### config.mk
export PLATFORM = sky130hd
export DESIGN_NAME = csl_csr
export DESIGN_NICKNAME = d
export VERILOG_FILES = /design/src/pkg/csl_pkg.sv /design/src/verilog/csl_csr.sv
export VERILOG_INCLUDE_DIRS = /design/src /design/src/pkg
export SDC_FILE = /design/constraint.sdc
export NUM_CORES = 1
export LEC_CHECK = 0
export BUFFER_PORTS_ARGS = -buffer_cell sky130_fd_sc_hd__buf_4
export CORE_ASPECT_RATIO = 0.9
export CORE_MARGIN = 2
export CORE_UTILIZATION = 60
export CTS_BUF_LIST = sky130_fd_sc_hd__clkbuf_4 sky130_fd_sc_hd__clkbuf_8
export DETAILED_ROUTE_END_ITERATION = 6
export PLACE_DENSITY = 0.79
export REMOVE_ABC_BUFFERS = 1
export SYNTH_ARGS = -nofsm -noshare
export SYNTH_HDL_FRONTEND = slang
export SYNTH_SLANG_ARGS = --single-unit
export TNS_END_PERCENT = 30
### constraint.sdc
create_clock -name clk -period 3.5 [get_ports clk]
set_input_delay 0.175 -clock clk [delete_from_list [all_inputs] [get_ports clk]]
set_output_delay 0.175 -clock clk [all_outputs]
set_load 0.005 [all_outputs]
### src/pkg/csl_consts.svh
// constants for the csr write port and led stretcher
`ifndef CSL_CONSTS_SVH
`define CSL_CONSTS_SVH
`define CSL_ADDR_W 6
`define CSL_DATA_W 32
`define CSL_STRB_W 4
`define CSL_NUM_REGS 8
`define CSL_REG_LAST 6'h1C
`define CSL_REG_RESET 32'h0000_0000
`define CSL_LED_SRC_INIT 3'h0
`define CSL_LED_STRETCH_INIT 16'h0000
`define CSL_REFCLK_MHZ 200
`define CSL_CLK_MHZ 25
`endif

### src/pkg/csl_pkg.sv
// types for the csr write port and led stretcher
package csl_pkg;
   typedef enum logic [1:0] {
      CSL_RESP_OKAY = 2'h0,
      CSL_RESP_EXOKAY = 2'h1,
      CSL_RESP_SLVERR = 2'h2,
      CSL_RESP_DECERR = 2'h3
   } csl_resp_t;
   typedef enum logic [2:0] {
      CSL_LED_OFF = 3'h0,
      CSL_LED_SEL_GATE = 3'h1,
      CSL_LED_SEL_SYNC = 3'h2,
      CSL_LED_SEL_PPS = 3'h3,
      CSL_LED_OUT_GATE = 3'h4,
      CSL_LED_OUT_SYNC = 3'h5,
      CSL_LED_USER_PPS = 3'h6
   } csl_led_src_t;
   typedef enum logic [2:0] {
      CSL_W_IDLE = 3'b001,
      CSL_W_HAVE_ADDR = 3'b010,
      CSL_W_RESP = 3'b100
   } csl_wstate_t;
   typedef struct packed {
      logic sel_gate;
      logic sel_sync;
      logic sel_pps;
      logic out_gate;
      logic out_sync;
      logic user_pps;
   } csl_events_t;
endpackage

### src/verilog/csl_csr.sv
// csr write/read slave port with activity led stretcher
`timescale 1ns/10ps
`include "csl_consts.svh"

module csl_csr #(
   parameter logic [2:0] INIT_LED_SRC = `CSL_LED_SRC_INIT,
   parameter logic [15:0] LED_STRETCH = `CSL_LED_STRETCH_INIT,
   parameter int REFCLK_MHZ = `CSL_REFCLK_MHZ
) (
   // clock and reset
   input wire logic clk,
   input wire logic srst,
   input wire logic aresetn,
   // write address channel
   input wire logic [`CSL_ADDR_W-1:0] awaddr,
   input wire logic [2:0] awprot,
   input wire logic awvalid,
   output logic awready,
   // write data channel
   input wire logic [`CSL_DATA_W-1:0] wdata,
   input wire logic [`CSL_STRB_W-1:0] wstrb,
   input wire logic wvalid,
   output logic wready,
   // write response channel
   output csl_pkg::csl_resp_t bresp,
   output logic bvalid,
   input wire logic bready,
   // read channels
   input wire logic [`CSL_ADDR_W-1:0] araddr,
   input wire logic [2:0] arprot,
   input wire logic arvalid,
   output logic arready,
   output logic [`CSL_DATA_W-1:0] rdata,
   output csl_pkg::csl_resp_t rresp,
   output logic rvalid,
   input wire logic rready,
   // led events and drive
   input wire csl_pkg::csl_events_t events,
   output logic led,
   output logic [2:0] led_src,
   output logic [15:0] refclk_mhz
);
   import csl_pkg::*;

   // reset and ignored inputs
   logic rst;
   logic unused_prot;

   // write channel
   csl_wstate_t wstate;
   logic [`CSL_ADDR_W-1:0] waddr_q;
   logic [`CSL_ADDR_W-1:0] eff_waddr;
   // write handshake qualifiers
   logic addr_take;
   logic data_take;
   logic resp_take;
   logic wfire;
   logic wdec_ok;
   logic [2:0] widx;
   logic [`CSL_NUM_REGS-1:0] wsel;
   logic [`CSL_STRB_W-1:0] byte_en;

   // register storage, eight words
   logic [`CSL_DATA_W-1:0] regs [`CSL_NUM_REGS];

   // read channel
   logic rfire;
   logic rdec_ok;
   logic [2:0] ridx;
   logic [`CSL_DATA_W-1:0] rword;

   // led path
   logic pulse;
   logic [15:0] stretch_cnt;
   logic stretch_busy;

   // both resets reinit the registers
   // srst and the bus reset are both synchronous
   assign rst = srst | ~aresetn;

   // protection bits are folded away and never steer an access
   assign unused_prot = ^{awprot, arprot};

   // figure passed through for the tap-delay logic
   assign refclk_mhz = 16'(REFCLK_MHZ);

   // address may come with the data or earlier
   assign awready = (wstate == CSL_W_IDLE);
   assign wready = (wstate == CSL_W_HAVE_ADDR) ||
                   ((wstate == CSL_W_IDLE) && awvalid);
   assign addr_take = awvalid && awready;
   assign data_take = wvalid && wready;
   assign resp_take = bvalid && bready;
   // the store, the flag and the code all key off the data beat
   assign wfire = data_take;
   assign eff_waddr = (wstate == CSL_W_IDLE) ? awaddr : waddr_q;
   assign widx = eff_waddr[4:2];

   // unaligned or above 0x1C answers decode error
   assign wdec_ok = (eff_waddr[1:0] == 2'h0) &&
                    (eff_waddr <= `CSL_REG_LAST);

   // state only; the address latch has its own process below
   always_ff @(posedge clk) begin
      if (rst) begin
         wstate <= CSL_W_IDLE;
      end else begin
         case (wstate)
            CSL_W_IDLE: begin
               // address and data together skip the wait
               if (addr_take) begin
                  if (data_take) begin
                     wstate <= CSL_W_RESP;
                  end else begin
                     wstate <= CSL_W_HAVE_ADDR;
                  end
               end
            end
            CSL_W_HAVE_ADDR: begin
               // address held, waiting for the data beat
               if (data_take) begin
                  wstate <= CSL_W_RESP;
               end
            end
            CSL_W_RESP: begin
               // no new address until the answer is taken
               if (resp_take) begin
                  wstate <= CSL_W_IDLE;
               end
            end
            default: begin
               // a lost one-hot code falls back to idle
               wstate <= CSL_W_IDLE;
            end
         endcase
      end
   end

   // address latch, loaded only on the address handshake
   // held through the data wait and unused after it
   always_ff @(posedge clk) begin
      if (rst) begin
         waddr_q <= '0;
      end else if (addr_take) begin
         waddr_q <= awaddr;
      end
   end

   // no new write is taken while the response stands
   always_ff @(posedge clk) begin
      if (rst) begin
         bvalid <= 1'b0;
      end else if (wfire) begin
         bvalid <= 1'b1;
      end else if (resp_take) begin
         bvalid <= 1'b0;
      end
   end

   // code set with the flag, held with it
   // decode error leaves every register alone
   always_ff @(posedge clk) begin
      if (rst) begin
         bresp <= CSL_RESP_OKAY;
      end else if (wfire) begin
         if (wdec_ok) begin
            bresp <= CSL_RESP_OKAY;
         end else begin
            bresp <= CSL_RESP_DECERR;
         end
      end
   end

   // byte lanes follow the strobes, bit 0 the lowest byte
   assign byte_en = wstrb;

   // one select and one word per register; word 0 holds the led source
   genvar gi;
   generate
      for (gi = 0; gi < `CSL_NUM_REGS; gi++) begin : g_reg
         assign wsel[gi] = wfire && wdec_ok && (widx == 3'(gi));
         always_ff @(posedge clk) begin
            if (rst) begin
               if (gi == 0) begin
                  regs[gi] <= {29'h000_0000, INIT_LED_SRC};
               end else begin
                  regs[gi] <= `CSL_REG_RESET;
               end
            end else if (wsel[gi]) begin
               // strobed bytes only; the rest keep their old value
               for (int b = 0; b < `CSL_STRB_W; b++) begin
                  if (byte_en[b]) begin
                     regs[gi][b*8 +: 8] <= wdata[b*8 +: 8];
                  end
               end
            end
         end
      end
   endgenerate

   // selector is the low three bits of word 0
   assign led_src = regs[0][2:0];

   // read side: one outstanding read, next address waits for rready
   // the read path never changes a register
   assign arready = ~rvalid;
   assign rfire = arvalid && arready;
   assign ridx = araddr[4:2];
   assign rdec_ok = (araddr[1:0] == 2'h0) &&
                    (araddr <= `CSL_REG_LAST);

   // word picked here, captured only on the handshake
   always_comb begin
      rword = '0;
      for (int i = 0; i < `CSL_NUM_REGS; i++) begin
         if (ridx == 3'(i)) begin
            rword = regs[i];
         end
      end
   end

   // flag drops on the edge where rready is seen
   always_ff @(posedge clk) begin
      if (rst) begin
         rvalid <= 1'b0;
      end else if (rfire) begin
         rvalid <= 1'b1;
      end else if (rvalid && rready) begin
         rvalid <= 1'b0;
      end
   end

   // data and code stay put while rvalid stands
   always_ff @(posedge clk) begin
      if (rst) begin
         rdata <= '0;
         rresp <= CSL_RESP_OKAY;
      end else if (rfire) begin
         if (rdec_ok) begin
            rdata <= rword;
            rresp <= CSL_RESP_OKAY;
         end else begin
            rdata <= '0;
            rresp <= CSL_RESP_DECERR;
         end
      end
   end

   // events are taken as already synchronous to clk
   // led source mux; codes 7 and 0 show nothing
   always_comb begin
      case (led_src)
         CSL_LED_SEL_GATE: pulse = events.sel_gate;
         CSL_LED_SEL_SYNC: pulse = events.sel_sync;
         CSL_LED_SEL_PPS: pulse = events.sel_pps;
         CSL_LED_OUT_GATE: pulse = events.out_gate;
         CSL_LED_OUT_SYNC: pulse = events.out_sync;
         CSL_LED_USER_PPS: pulse = events.user_pps;
         default: pulse = 1'b0;
      endcase
   end

   // stretch restarts on every pulse, so a burst looks like one long on
   always_ff @(posedge clk) begin
      if (rst) begin
         stretch_cnt <= '0;
      end else if (pulse) begin
         stretch_cnt <= LED_STRETCH;
      end else if (stretch_busy) begin
         stretch_cnt <= stretch_cnt - 16'h0001;
      end
   end

   // count of zero means the led goes dark next edge
   assign stretch_busy = (stretch_cnt != 16'h0000);

   // led is a flop so the pin never glitches on the mux
   // a zero stretch still gives one cycle of light
   always_ff @(posedge clk) begin
      if (rst) begin
         led <= 1'b0;
      end else begin
         led <= pulse || stretch_busy;
      end
   end
endmodule
==> summary.txt <==
Status - finished, final reports clean
Worst Hold Class - input port to flop
Largest net degree at the start of global routing - 67
Layout cells sized above 1 - 22.7%
Routed WL - 37.3 mm
Clk sink count - 318
Top Usage Layer GRT - met2
Global-route met3 utilization - 4.17%
Mapped Area - 14600 µm²
Peak Freq - 333 MHz
Design area - 17000 µm²
Initial antenna violation count - 0
GR Util met1 - 38.5%
Max-Cap Viols - 0
Final slew viol count - 0
Post-CTS setup buffers - 0
Global-route wire length before repair - 57.2 mm
Crit Path Max Fanout - 25
Sequential element share of the synthesized area - 61.1%
RSZ-0062 raised after global routing - false
GRT Util Overall - 29.0%
Worst Skew - 0.0134 ns
CTS tree - yes
Synth area leader - edfxtp_1
Hold Fails Final Rpt - 0
WL/cell - 21.5 µm
Synth Register Bits - 318
Relative slew margins - 16.7%
Synth cell types - 52
Final ANT Viol Nets - 0
Setup TNS - 0 ns
Number of global-route vias before repair - 10600
DP Area - 15800 µm²
Peak VDD IR - 367 µV
Worst skew pair latency - 0.57 ns
Setup Viol. Count Final - 0
Ranking of synthesized cells by area - edfxtp_1, dfxtp_1, nor2_1
GP Congestion - 0.818
Total congestion overflow - 0
I/O Buffers - 106
Cell with the most instances after synthesis - nor2_1
Asr flop ratio synth - 0%
Core area - 24100 µm²
Synth top cells by count - nor2_1, edfxtp_1, o21ai_0
Post-synth top area share - 52.6%
HPWL Detailed - 23.6 mm
Crit Path Category - flop to flop
Fill cells - 1637
Ys flop type - edfxtp_1
Post-DR vias/cell - 6.18
Mapped Cells - 1231
Post-layout util - 70.7%
Std cell rows - 54
Number of synthesized flops with an enable pin - 256
Post_cts resized - 0
Root Driver - clkbuf_8
Worst Setup Start Kind - flop
Maximum clock path buffer count - 3
Drt pass-1 iters - 5
# DRC - 0
CTS buffer count - 50
DRT iter0 DRCs - 1244
Post-route minimum period - 3.00 ns
Height of the die - 152 µm
Measured slew at the worst slew-check pin - 1.25 ns
Grt met2 use - 48.1%
Arrival time at the worst endpoint - 3.27 ns
Avg Inst Size Synth - 11.9 µm²
Req. time, crit path - 3.77 ns
Initial Utilization - 60.7%
Hold Buf Count CTS - 14
Crit end category - flop
Via count - 10700
Area Growth Syn to Fin - 16.4%
Nets@finish - 1454
Pwr Density - 537 nW/µm²
N_diodes - 0
Leak pwr - 6.35 nW
# IOs - 129
Final Cycle Share - 85.7%
Die area - 25600 µm²
Hold Slack - 0.0711 ns
Die width - 168 µm
Clock-pin transition on the worst setup and hold timing paths - 0.06 ns
Htree depth - 2
Yosys warns - 0
kinds of logic (layout without fill, tap and decap cells):
logic type	after synthesis	in the layout	synth area share, %
AO/OA/AOI/OAI	234	234	10.7
AND/OR/NAND/NOR	454	454	13.2
adder cells (fa/ha/maj)	1	1	0.0857
XOR/XNOR	1	1	0.0600
other	2	16	0.0514
buffers and inverters	118	300	4.60
flip-flops	318	318	61.1
multiplexers	103	103	10.2
flip-flops by register name, summed over array words and instances, names as in the netlist:
register,flops
regs,256
bresp,1
led,1
stretch_cnt,16
waddr_q,6
bvalid,1
rdata,32
wstate,3
rvalid,1
rresp,1
power by group:
group | switching [mW] | internal, mW | leakage, nW
clock | 1.43 | 1.80 | 0.561
combinational | 0.873 | 0.613 | 2.43
sequential | 0.134 | 4.27 | 3.35
critical path: stages, from the launching register on:
cell	delay, ns
dfxtp_1	0.36
or3b_1	0.59
nor3b_2	0.65
o211ai_4	0.42
o21ai_0	0.43
buf_4	0.24
per-stage QoR:
| stage | cells | worst slack (ns) | power, mW |
|---|---|---|---|
| 6_report | 1735 | 0.501 | 9.12 |
| 3_3_place_gp | 1627 | 0.715 | 5.86 |
| 3_5_place_dp | 1627 | 0.556 | 5.92 |
| 5_1_grt | 1735 | 0.348 | 9.45 |
| 4_1_cts | 1735 | 0.475 | 9.13 |
| 2_1_floorplan | 1142 | -0.529 | 5.41 |
metal layers:
layer  routed length (µm)  part of all wire, %
met2                18200                   49
met4                 1470                  3.9
met1                14200                   38
met3                 3460                  9.3
met5                    0                    0
layout make-up:
class	count	area (µm²)	area share, %
Sequential cell	318	8930	52.5
Multi-Input combinational cell	809	5110	30.0
Timing Repair Buffer	191	1480	8.72
Clock buffer	86	1010	5.93
Tap cell	308	385	2.27
Inverter	15	56.3	0.331
Clock inverter	8	31.3	0.184
cells in the final DEF, fill, tap and decap left out, types with 36 or more instances in the layout:
master / Yosys / layout
nor2_1: 281 / 280
edfxtp_1: 256 / 256
buf_4: 35 / 176
o21ai_0: 102 / 102
nand2_1: 93 / 93
mux2i_1: 64 / 64
dfxtp_1: 62 / 62
clkbuf_8: 0 / 58
a211oi_1: 37 / 36
mux4_2: 36 / 36
final timing paths:
check,start,to,slack [ns],cells after the start
max,wstate[2],regs[0][106],0.50,5
min,wdata[24],regs[0][88],0.07,3
max reg2reg,wstate[2],regs[0][106],0.50,5
min reg2reg,rdata[2],rdata[2],0.46,2
Note: power is estimated with default switching activity, not from simulation.
